[src/swm_pkg.sv]
// Shared constants and types for the sleep and watch mode controller
package swm_pkg;

	// -------------------------------------------------------------
	// Register map
	// -------------------------------------------------------------
	localparam int          ADDR_W        = 4;
	localparam int          DATA_W        = 8;
	localparam logic [3:0]  ADDR_PMC      = 4'h0;
	localparam logic [3:0]  ADDR_CLKSEL   = 4'h1;
	localparam logic [3:0]  ADDR_STATUS   = 4'h2;

	// -------------------------------------------------------------
	// Power mode control fields
	// -------------------------------------------------------------
	localparam int          PMC_STOP_BIT  = 7;
	localparam int          PMC_SLEEP_BIT = 6;
	localparam int          PMC_PIN_BIT   = 5;
	localparam int          PMC_SRST_BIT  = 4;
	localparam int          PMC_WATCH_BIT = 3;
	localparam int          PMC_HALT_LSB  = 1;
	localparam int          HALT_W        = 2;
	localparam logic        PIN_STATE_RST = 1'b0;
	localparam logic [1:0]  HALT_RST      = 2'h0;

	// -------------------------------------------------------------
	// Clock select fields
	// -------------------------------------------------------------
	localparam int          CKS_MAIN_BIT  = 1;
	localparam int          CKS_SUB_BIT   = 0;
	localparam logic        MAIN_SEL_RST  = 1'b1;
	localparam logic        SUB_SEL_RST   = 1'b1;

	// -------------------------------------------------------------
	// Interrupt wake threshold
	// -------------------------------------------------------------
	localparam int          LEVEL_W       = 3;
	localparam logic [2:0]  WAKE_LEVEL    = 3'h7;

	// -------------------------------------------------------------
	// Mode states, one-hot
	// -------------------------------------------------------------
	typedef enum logic [8:0] {
		ST_RUN       = 9'h001,
		ST_SLP_MAIN  = 9'h002,
		ST_SLP_PLL   = 9'h004,
		ST_SLP_SUB   = 9'h008,
		ST_TIMEBASE  = 9'h010,
		ST_WATCH     = 9'h020,
		ST_STOP      = 9'h040,
		ST_WAKE      = 9'h080,
		ST_RESET_SEQ = 9'h100
	} swm_state_type;

	// -------------------------------------------------------------
	// Carriers
	// -------------------------------------------------------------
	typedef struct packed {
		logic              pending;
		logic [LEVEL_W-1:0] level;
		logic              src_watch_timer;
		logic              src_timebase;
		logic              src_external;
	} swm_irq_type;

	typedef struct packed {
		logic cpu_clk_en;
		logic periph_clk_en;
		logic main_osc_en;
		logic pll_en;
		logic sub_clk_en;
		logic watch_timer_en;
		logic timebase_en;
		logic lvd_en;
	} swm_clk_ctrl_type;

endpackage
[src/swm_ctrl.sv]
// Low-power mode sequencer: sleep, timebase, watch and stop control
//
// Decided for this implementation: the register addresses and strobed register access.
`timescale 1ns/1ps
`default_nettype none

module swm_ctrl
	import swm_pkg::*;
#(
	parameter int PIN_W = 8,
	parameter int IN_W  = 4
) (
	input  wire logic                  clock,
	input  wire logic                  srst,
	input  wire logic [ADDR_W-1:0]     reg_addr,
	input  wire logic [DATA_W-1:0]     reg_wdata,
	input  wire logic                  reg_wr,
	input  wire logic                  reg_rd,
	output var  logic [DATA_W-1:0]     reg_rdata,
	input  wire swm_irq_type           irq_req,
	input  wire logic                  reset_source,
	input  wire logic [PIN_W-1:0]      core_pin_out,
	input  wire logic [PIN_W-1:0]      core_pin_oe,
	input  wire logic [IN_W-1:0]       wake_pin_in,
	output var  logic [PIN_W-1:0]      pin_o,
	output var  logic [PIN_W-1:0]      pin_oe,
	output var  logic [IN_W-1:0]       wake_pin_live,
	output var  swm_clk_ctrl_type      clk_ctrl,
	output var  logic                  retain_en,
	output var  logic                  entry_refused,
	output var  logic                  cpu_resume,
	output var  logic                  sys_reset_req,
	output var  logic [HALT_W-1:0]     halt_cycles,
	output var  logic [8:0]            mode_state
);

	initial begin
		if (PIN_W < 1 || IN_W < 1) begin
			$error("PIN_W and IN_W must be at least 1");
		end
	end

	// -------------------------------------------------------------
	// Declarations
	// -------------------------------------------------------------
	swm_state_type    state_reg;
	swm_state_type    state_next;
	logic             pin_state_reg;
	logic [1:0]       halt_reg;
	logic             main_sel_reg;
	logic             sub_sel_reg;
	logic             pmc_write;
	logic             cks_write;
	logic             req_stop;
	logic             req_sleep;
	logic             req_watch;
	logic             level_ok;
	logic             wake_any;
	logic             wake_timebase;
	logic             wake_watch;
	logic             wake_stop;
	logic             in_sleep;
	logic             in_deep;
	logic             refuse_now;
	logic             pin_hold;
	logic             pin_hiz;
	swm_clk_ctrl_type clk_next;
	logic [DATA_W-1:0] rdata_next;

	// -------------------------------------------------------------
	// Write decode
	// -------------------------------------------------------------
	assign pmc_write = reg_wr && (reg_addr == ADDR_PMC)
	                   && (state_reg == ST_RUN);
	assign cks_write = reg_wr && (reg_addr == ADDR_CLKSEL)
	                   && (state_reg == ST_RUN);

	// Mode request bits act on the write only, never stored
	assign req_stop  = reg_wdata[PMC_STOP_BIT];
	assign req_sleep = reg_wdata[PMC_SLEEP_BIT];
	assign req_watch = !reg_wdata[PMC_WATCH_BIT];

	// -------------------------------------------------------------
	// Wake qualification
	// -------------------------------------------------------------
	// Smaller level code means higher priority
	assign level_ok      = irq_req.pending && (irq_req.level < WAKE_LEVEL);
	assign wake_any      = level_ok;
	assign wake_timebase = level_ok && (irq_req.src_watch_timer
	                       || irq_req.src_timebase
	                       || irq_req.src_external);
	// watch wake only timer or external
	assign wake_watch    = level_ok && (irq_req.src_watch_timer
	                       || irq_req.src_external);
	assign wake_stop     = level_ok && irq_req.src_external;

	assign in_sleep = (state_reg == ST_SLP_MAIN)
	                  || (state_reg == ST_SLP_PLL)
	                  || (state_reg == ST_SLP_SUB);
	assign in_deep  = (state_reg == ST_TIMEBASE)
	                  || (state_reg == ST_WATCH)
	                  || (state_reg == ST_STOP);

	// entry refused while a request is pending
	assign refuse_now = pmc_write && irq_req.pending
	                    && (req_stop || req_sleep || req_watch);

	// -------------------------------------------------------------
	// Mode sequencer
	// -------------------------------------------------------------
	always_comb begin
		state_next = state_reg;
		case (state_reg)
			ST_RUN: begin
				if (pmc_write && !irq_req.pending) begin
					if (req_stop) begin
						state_next = ST_STOP;
					end else if (req_watch) begin
						if (!sub_sel_reg) begin
							state_next = ST_WATCH;
						end else begin
							state_next = ST_TIMEBASE;
						end
					end else if (req_sleep) begin
						if (!sub_sel_reg) begin
							state_next = ST_SLP_SUB;
						end else if (main_sel_reg) begin
							state_next = ST_SLP_MAIN;
						end else begin
							state_next = ST_SLP_PLL;
						end
					end
				end
			end
			ST_SLP_MAIN, ST_SLP_PLL, ST_SLP_SUB: begin
				if (reset_source) begin
					state_next = ST_RESET_SEQ;
				end else if (wake_any) begin
					state_next = ST_WAKE;
				end
			end
			ST_TIMEBASE: begin
				if (reset_source) begin
					state_next = ST_RESET_SEQ;
				end else if (wake_timebase) begin
					state_next = ST_WAKE;
				end
			end
			ST_WATCH: begin
				if (reset_source) begin
					state_next = ST_RESET_SEQ;
				end else if (wake_watch) begin
					state_next = ST_WAKE;
				end
			end
			ST_STOP: begin
				if (reset_source) begin
					state_next = ST_RESET_SEQ;
				end else if (wake_stop) begin
					state_next = ST_WAKE;
				end
			end
			ST_WAKE: begin
				state_next = ST_RUN;
			end
			ST_RESET_SEQ: begin
				state_next = ST_RUN;
			end
			default: begin
				state_next = ST_RUN;
			end
		endcase
	end

	always_ff @(posedge clock) begin
		if (srst) begin
			state_reg <= ST_RUN;
		end else begin
			state_reg <= state_next;
		end
	end

	// -------------------------------------------------------------
	// Stored control fields
	// -------------------------------------------------------------
	always_ff @(posedge clock) begin
		if (srst) begin
			pin_state_reg <= PIN_STATE_RST;
			halt_reg      <= HALT_RST;
		end else if (pmc_write) begin
			pin_state_reg <= reg_wdata[PMC_PIN_BIT];
			halt_reg      <= reg_wdata[PMC_HALT_LSB +: HALT_W];
		end
	end

	always_ff @(posedge clock) begin
		if (srst) begin
			main_sel_reg <= MAIN_SEL_RST;
			sub_sel_reg  <= SUB_SEL_RST;
		// reset source returns to main clock mode
		end else if (state_next == ST_RESET_SEQ) begin
			main_sel_reg <= MAIN_SEL_RST;
			sub_sel_reg  <= SUB_SEL_RST;
		end else if (cks_write) begin
			main_sel_reg <= reg_wdata[CKS_MAIN_BIT];
			sub_sel_reg  <= reg_wdata[CKS_SUB_BIT];
		end
	end

	// -------------------------------------------------------------
	// Clock gating
	// -------------------------------------------------------------
	always_comb begin
		clk_next.cpu_clk_en     = 1'b1;
		clk_next.periph_clk_en  = 1'b1;
		clk_next.main_osc_en    = 1'b1;
		clk_next.pll_en         = !main_sel_reg && sub_sel_reg;
		clk_next.sub_clk_en     = 1'b1;
		clk_next.watch_timer_en = 1'b1;
		clk_next.timebase_en    = 1'b1;
		clk_next.lvd_en         = 1'b1;
		case (state_next)
			// CPU clock off, peripherals keep running
			ST_SLP_MAIN, ST_SLP_PLL, ST_SLP_SUB: begin
				clk_next.cpu_clk_en = 1'b0;
			end
			ST_TIMEBASE: begin
				clk_next.cpu_clk_en    = 1'b0;
				clk_next.periph_clk_en = 1'b0;
				clk_next.pll_en        = 1'b0;
			end
			ST_WATCH: begin
				clk_next.cpu_clk_en    = 1'b0;
				clk_next.periph_clk_en = 1'b0;
				clk_next.main_osc_en   = 1'b0;
				clk_next.pll_en        = 1'b0;
				clk_next.timebase_en   = 1'b0;
			end
			ST_STOP: begin
				clk_next.cpu_clk_en     = 1'b0;
				clk_next.periph_clk_en  = 1'b0;
				clk_next.main_osc_en    = 1'b0;
				clk_next.pll_en         = 1'b0;
				clk_next.sub_clk_en     = 1'b0;
				clk_next.watch_timer_en = 1'b0;
				clk_next.timebase_en    = 1'b0;
			end
			default: begin
				clk_next.pll_en = !main_sel_reg && sub_sel_reg;
			end
		endcase
	end

	always_ff @(posedge clock) begin
		if (srst) begin
			clk_ctrl <= '{1'b1, 1'b1, 1'b1, 1'b0,
			              1'b1, 1'b1, 1'b1, 1'b1};
		end else begin
			clk_ctrl <= clk_next;
		end
	end

	// -------------------------------------------------------------
	// Status outputs toward the CPU
	// -------------------------------------------------------------
	always_ff @(posedge clock) begin
		if (srst) begin
			retain_en     <= 1'b0;
			entry_refused <= 1'b0;
			cpu_resume    <= 1'b0;
			sys_reset_req <= 1'b0;
			mode_state    <= ST_RUN;
			halt_cycles   <= HALT_RST;
		end else begin
			// hold CPU registers and RAM contents
			retain_en     <= (state_next != ST_RUN)
			                 && (state_next != ST_WAKE)
			                 && (state_next != ST_RESET_SEQ);
			entry_refused <= refuse_now;
			// CPU resumes and judges the request
			cpu_resume    <= (state_next == ST_WAKE);
			sys_reset_req <= (state_next == ST_RESET_SEQ);
			mode_state    <= state_next;
			halt_cycles   <= halt_reg;
		end
	end

	// -------------------------------------------------------------
	// Pin control
	// -------------------------------------------------------------
	// sleep holds all pins
	assign pin_hold = in_sleep || in_deep;
	// in timebase, watch and stop, pin select picks hold or high impedance
	assign pin_hiz  = in_deep && pin_state_reg;

	swm_pin_hold #(
		.PIN_W (PIN_W)
	) u_pin_hold (
		.clock    (clock),
		.srst     (srst),
		.core_out (core_pin_out),
		.core_oe  (core_pin_oe),
		.hold     (pin_hold),
		.hiz      (pin_hiz),
		.pin_o    (pin_o),
		.pin_oe   (pin_oe)
	);

	// transfer and interrupt inputs stay live
	always_ff @(posedge clock) begin
		if (srst) begin
			wake_pin_live <= '0;
		end else begin
			wake_pin_live <= wake_pin_in;
		end
	end

	// -------------------------------------------------------------
	// Register read
	// -------------------------------------------------------------
	always_comb begin
		rdata_next = '0;
		case (reg_addr)
			ADDR_PMC: begin
				rdata_next[PMC_STOP_BIT]  = 1'b0;
				rdata_next[PMC_SLEEP_BIT] = 1'b0;
				rdata_next[PMC_PIN_BIT]   = pin_state_reg;
				rdata_next[PMC_SRST_BIT]  = 1'b1;
				rdata_next[PMC_WATCH_BIT] = 1'b1;
				rdata_next[PMC_HALT_LSB +: HALT_W] = halt_reg;
			end
			ADDR_CLKSEL: begin
				rdata_next[CKS_MAIN_BIT] = main_sel_reg;
				rdata_next[CKS_SUB_BIT]  = sub_sel_reg;
			end
			ADDR_STATUS: begin
				rdata_next = state_reg[DATA_W-1:0];
			end
			default: begin
				rdata_next = '0;
			end
		endcase
	end

	always_ff @(posedge clock) begin
		if (srst) begin
			reg_rdata <= '0;
		end else if (reg_rd) begin
			reg_rdata <= rdata_next;
		end else begin
			reg_rdata <= '0;
		end
	end

endmodule

`default_nettype wire

[src/swm_pin_hold.sv]
// Per-pin hold and high-impedance control
`timescale 1ns/1ps
`default_nettype none

module swm_pin_hold
	import swm_pkg::*;
#(
	parameter int PIN_W = 8
) (
	input  wire logic             clock,
	input  wire logic             srst,
	input  wire logic [PIN_W-1:0] core_out,
	input  wire logic [PIN_W-1:0] core_oe,
	input  wire logic             hold,
	input  wire logic             hiz,
	output var  logic [PIN_W-1:0] pin_o,
	output var  logic [PIN_W-1:0] pin_oe
);

	initial begin
		if (PIN_W < 1) begin
			$error("PIN_W must be at least 1");
		end
	end

	// -------------------------------------------------------------
	// One flop pair per pin
	// -------------------------------------------------------------
	genvar i;
	generate
		for (i = 0; i < PIN_W; i++) begin : g_pin
			always_ff @(posedge clock) begin
				if (srst) begin
					pin_o[i]  <= 1'b0;
					pin_oe[i] <= 1'b0;
				end else if (hiz) begin
					pin_oe[i] <= 1'b0;
				end else if (!hold) begin
					pin_o[i]  <= core_out[i];
					pin_oe[i] <= core_oe[i];
				end
			end
		end
	endgenerate

endmodule

`default_nettype wire

[config.mk]
export PLATFORM = sky130hd
export DESIGN_NAME = swm_ctrl
export DESIGN_NICKNAME = d
export VERILOG_FILES = /design/src/swm_pkg.sv /design/src/swm_ctrl.sv /design/src/swm_pin_hold.sv
export SDC_FILE = /design/constraint.sdc
export NUM_CORES = 1
export LEC_CHECK = 0
export ABC_CLOCK_PERIOD_IN_PS = 3800
export BUFFER_PORTS_ARGS = -buffer_cell sky130_fd_sc_hd__buf_4
export CAP_MARGIN = 5
export CORE_UTILIZATION = 38
export DETAILED_ROUTE_END_ITERATION = 10
export PLACE_DENSITY = 0.66
export SYNTH_ARGS = -nofsm -noshare
export SYNTH_HDL_FRONTEND = slang
export SYNTH_SLANG_ARGS = --single-unit
[constraint.sdc]
create_clock -name clock -period 3.8 [get_ports clock]
set_input_delay 1.14 -clock clock [delete_from_list [all_inputs] [get_ports clock]]
set_output_delay 1.14 -clock clock [all_outputs]
set_load 0.01 [all_outputs]
; ---- Yosys cells after proc, flatten, opt, wreduce, memory -nomap -nowiden
; Index checks and enable logic that the tools add are counted.
[totals]
word_cells = 120
in_bits = 44
output_inout_bits = 51
register_bits = 55
[op_classes]
bitwise = 3
n_eq_ne = 20
mux = 23
reduce_logical = 38
magnitude_cmp = 1
[op_table]
columns = cell, count
row1 = $mux 9, 12
row2 = $pmux 9 s5, 1
row3 = $eq 9x2->1 const B, 2
row4 = $eq 9x3->1 const B, 2
row5 = $eq 9x4->1 const B, 2
row6 = $eq 9x5->1 const B, 2
row7 = $eq 9x6->1 const B, 2
row8 = $eq 9x7->1 const B, 2
row9 = $logic_and 1x1->1, 15
row10 = $pmux 6 s2, 1
row11 = $logic_or 1x1->1, 10
row12 = $eq 9x1->1 const B, 1
row13 = $eq 9x8->1 const B, 1
row14 = $eq 9x9->1 const B, 1
row15 = $ne 9x1->1 const B, 1
row16 = $ne 9x8->1 const B, 1
row17 = $ne 9x9->1 const B, 1
row18 = $reduce_or 2->1, 4
row19 = $mux 6, 1
row20 = $reduce_or 3->1, 2
row21 = $reduce_or 6->1, 1
row22 = $eq 4x1->1 const B, 1
row23 = $eq 4x2->1 const B, 1
row24 = $logic_not 4->1, 1
row25 = 11 further kinds, 17

; ---- Longest topological paths before layout
[depth]
word_depth = 10
mapped_depth = 8
depth_no_buf = 5

; ---- Cells and area by module
; Synthesis repeated with hierarchy kept, for this count alone.
[unflattened]
hier_cells = 242
area_unflattened_um2 = 2268.4
[modules_own_cells]
columns = module, cells_each, area_per_inst_um2, n_inst
row1 = swm_ctrl, 180, 1642.8, 1
row2 = swm_pin_hold, 62, 625.6, 1

; ---- Worst setup path after synthesis
; OpenSTA, ideal clock, no wires.
[synth_path]
kind = input-to-reg
start = input port reg_addr[1]
end = register mode_state[3]
path_buffers = 2
setup_time_ns = 0.057
arrival_time_ns = 2.751
path_stages = 6
setup_slack_ns = 0.992
required_ns = 3.743
path_cell_list = clkbuf_1 nor4b_1 or3b_2 clkbuf_2 and4bb_2 o22a_2
[synth_via]
elab_chain_cells = 6
[synth_lines]
columns = item, line_no
row1 = start: declaration, swm_ctrl.sv:15  ; input wire logic [ADDR_W-1:0] reg_addr,
row2 = $logic_not 4->1, swm_ctrl.sv:73  ; assign pmc_write = reg_wr && (reg_addr == ADDR_PMC)
row3 = $logic_and 1x1->1, swm_ctrl.sv:73
row4 = $logic_and 1x1->1, swm_ctrl.sv:74  ; && (state_reg == ST_RUN);
row5 = $logic_and 1x1->1, swm_ctrl.sv:115  ; if (pmc_write && !irq_req.pending) begin
row6 = $mux 9, swm_ctrl.sv:115
row7 = $pmux 9 s5, swm_ctrl.sv:113  ; case (state_reg)
row8 = end signal: assignment, swm_ctrl.sv:283  ; mode_state <= state_next;
row9 = end: declaration, swm_ctrl.sv:34  ; output var logic [8:0] mode_state
; No other way between the ends.
; A chain may end at the register's enable or synchronous reset.

; ---- Worst setup path in the final report
[layout_path]
start = input port reg_addr[1]
end = register clk_ctrl[1] in the netlist's numbering
[layout_via]
elab_chain_cells = 9
elab_cells_between_ends = 10
[layout_lines]
columns = item, line_no
row1 = $logic_not 4->1 (*), swm_ctrl.sv:73
row2 = $logic_and 1x1->1 (*), swm_ctrl.sv:73
row3 = $logic_and 1x1->1 (*), swm_ctrl.sv:74
row4 = $logic_and 1x1->1 (*), swm_ctrl.sv:115
row5 = $mux 9 (*), swm_ctrl.sv:115
row6 = $pmux 9 s5 (*), swm_ctrl.sv:113
row7 = $eq 9x7->1 / $eq 9x6->1 (equally long branches), swm_ctrl.sv:222  ; case (state_next)
row8 = $reduce_or 2->1 (no source line) (*), n/a
row9 = $mux 1 (*), swm_ctrl.sv:222
row10 = end signal: assignment, swm_ctrl.sv:256  ; clk_ctrl <= '{1'b1, 1'b1, 1'b1, 1'b0,
row11 = end signal: assignment, swm_ctrl.sv:259  ; clk_ctrl <= clk_next;
row12 = end: declaration, swm_ctrl.sv:28  ; output var swm_clk_ctrl_type clk_ctrl,
; Mark *: on every way between the ends. The rest lies on a longest branch, timed or not.

==> impl_metrics.toml <==
[outcome]
outcome = "finished clean"

[sta]
timing_worst_slew_pin_value_ns = 0.7292
report.final.hold_viol_count = 0
timing.final.crit_share_pct = 75.53
slew-limit-headroom_pct = 50.98
unrepaired_setup_endpoints_after_global_routing = "no"
setup-tns-final_ns = 0
setup_viol = 0
clock.fmax_mhz = 348.4
report.final.slew_viol_count = 0
finalHoldWorstSlack_ns = 0.4877
finalCriticalPeriod_ns = 2.870
worst_clock_skew_ns = 0.01042
setup_ws_ns = 0.9297

[finish]
fin_util_pct = 54.04
fillerInstances = 514
layout-drive-gt1-share_pct = 37.38
sequential_cell_area_um2 = 1061
regMostFlops = "mode_state"
finalInstanceArea_um2 = 3030
nNetsFinal = 356
largest_reg_flops = 9
area_added_between_synthesis_and_finish_pct = 34.56
num_antenna_cells = 0
multi_input_area_um2 = 1042
instances_no_fill = 385

[clock_tree]
cts-root-buf = "clkbuf_8"
cts.clk_slew.worst_paths_ns = 0.10
h-tree-depth = 2
tritoncts_num_sinks = 53
total_clock_buffers_created_by_cts = 5
clk_latency_ns = 0.31
cts_setup_buffers = 0
holdBufCountCts = 0
ctsLongestPathBuffers = 2
post_cts_resize_count = 0
tritoncts = "yes"

[grt]
first_global_vias = 1903
globalRouteTotalUtil_pct = 17.61
grt_antenna_before_repair = 0
wire_length_of_the_first_global_routing_pass_um = 8500
largest_net_degree_at_the_start_of_global_routing = 30
global_route.peak_usage_layer = "met2"
global_routing_usage_on_met1_pct = 20.36
gr_met2_demand_resource_pct = 28.88
grtUsageMet3_pct = 7.011
global_route.overflow_total = 0

[place]
dp.final_hpwl_um = 3880
dp_slack_ns = 0.6386
detailed_place.area_um2 = 2910
placement.io_buffers = 92
numPlacedInstances = 377
placer_congestion_estimate = 0.8215

[worst_setup_path]
setup_cp_type = "in2reg"
critical_path_required_ns = 4.00
critical_path.slowest_cell = "nor4_2"
cp_top_family = "simple AND/OR/NAND/NOR gates"
reg2reg_setup_slack_ns = 1.44
start_kind = "primary input"
cp_num_buf_inv = 1
worstPathMaxFanout = 10
worstPathArrival_ns = 3.07
worst_path_largest_cell_delay_ns = 0.61
crit_path_end_kind = "flip-flop"
crit_chain = "buf_4 > nor4b_1 > nand4_1 > nor4_2 > o21ai_0 > o21a_1"

[drt]
drc_errors = 0
routed_len_inst_um = 13.76
drtAntennaViolNets = 0
drt_pre_antenna_iters = 4
drt-vias-per-instance = 5.000
drt_iter0_markers = 97
finalWirelength_um = 5297
total_number_of_vias = 1925

[pwr]
cellPowerDensity_nw_per_um2 = 354.3
max-vdd-ir-drop_uv = 180.2
leakage_nw = 1.350
totalPowerFinal_mw = 1.074

[synth]
synth_ff_type = "dfxtp_1"
synthDominantAreaCellType = "dfxtp_1"
synth-seq-cells = 53
synth-edff-count = 0
synthDominantCellAreaShare_pct = 47.11
synth.distinct_cells = 50
postSynthCellCount = 229
synth_area_per_cell_um2 = 9.835
synth_seq_area_share_pct = 47.11
synthesis.area_um2 = 2252
synth_area_leaders = "dfxtp_1 47%, mux2i_1 11%, nor2_1 5.8%"
synthArstFlopShare_pct = 0
syn-num-nets = 273
yosysWarningCount = 0

[die]
floorplan.rows = 27
design.die.area_um2 = 6239
ioPinCount = 95
start_util_pct = 40.16
die_height_um = 78.99
die-width_um = 78.99
core_area_um2 = 5608

[flow_run]
cap_violations = 0

[hold_path]
timing.hold.worst.class = "reg2reg"
==> power by group <==
part	internal [mW]	switching, mW	total (mW)
Combinational	0.0576	0.0450	0.103
Clock	0.214	0.182	0.396
Sequential	0.568	0.00675	0.575
==> cell type report <==
type	count	area share (%)
clock buffer	6	2.725
tap	72	2.973
sequential	53	35.01
inverter	5	0.6193
multi-input combinational	154	34.39
clock inverter	2	1.239
timing repair buffer	93	23.04
==> layer usage <==
layer	vias to the layer above	part of all wire (%)
met5	-	0
met2	86	46
met3	8	9.2
li1	972	-
met4	0	1.9
met1	859	43
==> worst paths after layout <==
check,start,to,cells past startpoint
worst max-delay path,reg_addr[1],clk_ctrl[1],6
worst min register to register,halt_reg[1],halt_cycles[1],1
worst min-delay path,halt_reg[1],halt_cycles[1],1
worst max register to register,mode_state[1],clk_ctrl[6],5
==> synth_stat cells (2+ instances only) <==
library cell and number:
dfxtp_1 53, nor2_1 35, mux2i_1 24, nand2_1 9, nor2b_1 8, o21ai_0 7, a21oi_1 6, nand3_1 6
buf_4 5, clkbuf_1 5, inv_1 5, nor3_1 4, nor4_1 4, and3_1 3, buf_6 3, clkbuf_8 3
nor4b_1 3, o2bb2ai_1 3, a21o_1 2, a22o_2 2, a22oi_1 2, a31oi_1 2, a32o_1 2, nand3b_1 2
nand4_1 2, o2111a_1 2, o22ai_1 2, or3_1 2, xor2_1 2
==> logic make-up (layout without fill, tap and decap cells) <==
group | count (synthesis) | count (layout) | share of synthesized area [%]
simple gates | 89 | 89 | 21.33
flops | 53 | 53 | 47.11
buf+inv | 22 | 106 | 6.889
mux | 24 | 24 | 10.67
other cells | 1 | 1 | 0.1665
compound gates | 37 | 37 | 12.67
xor+xnor | 3 | 3 | 1.167
==> cells in the final DEF, fill, tap and decap left out, types with 3 or more instances in the layout <==
cell type / count
nor4_1: 4
a21oi_1: 6
nor2_1: 35
nand3_1: 6
nor2b_1: 8
o2bb2ai_1: 3
inv_1: 5
buf_4: 93
nor4b_1: 3
clkbuf_8: 6
and3_1: 3
mux2i_1: 24
o21ai_0: 7
nand2_1: 9
dfxtp_1: 53
nor3_1: 4
(Power assumes the default switching activity.)
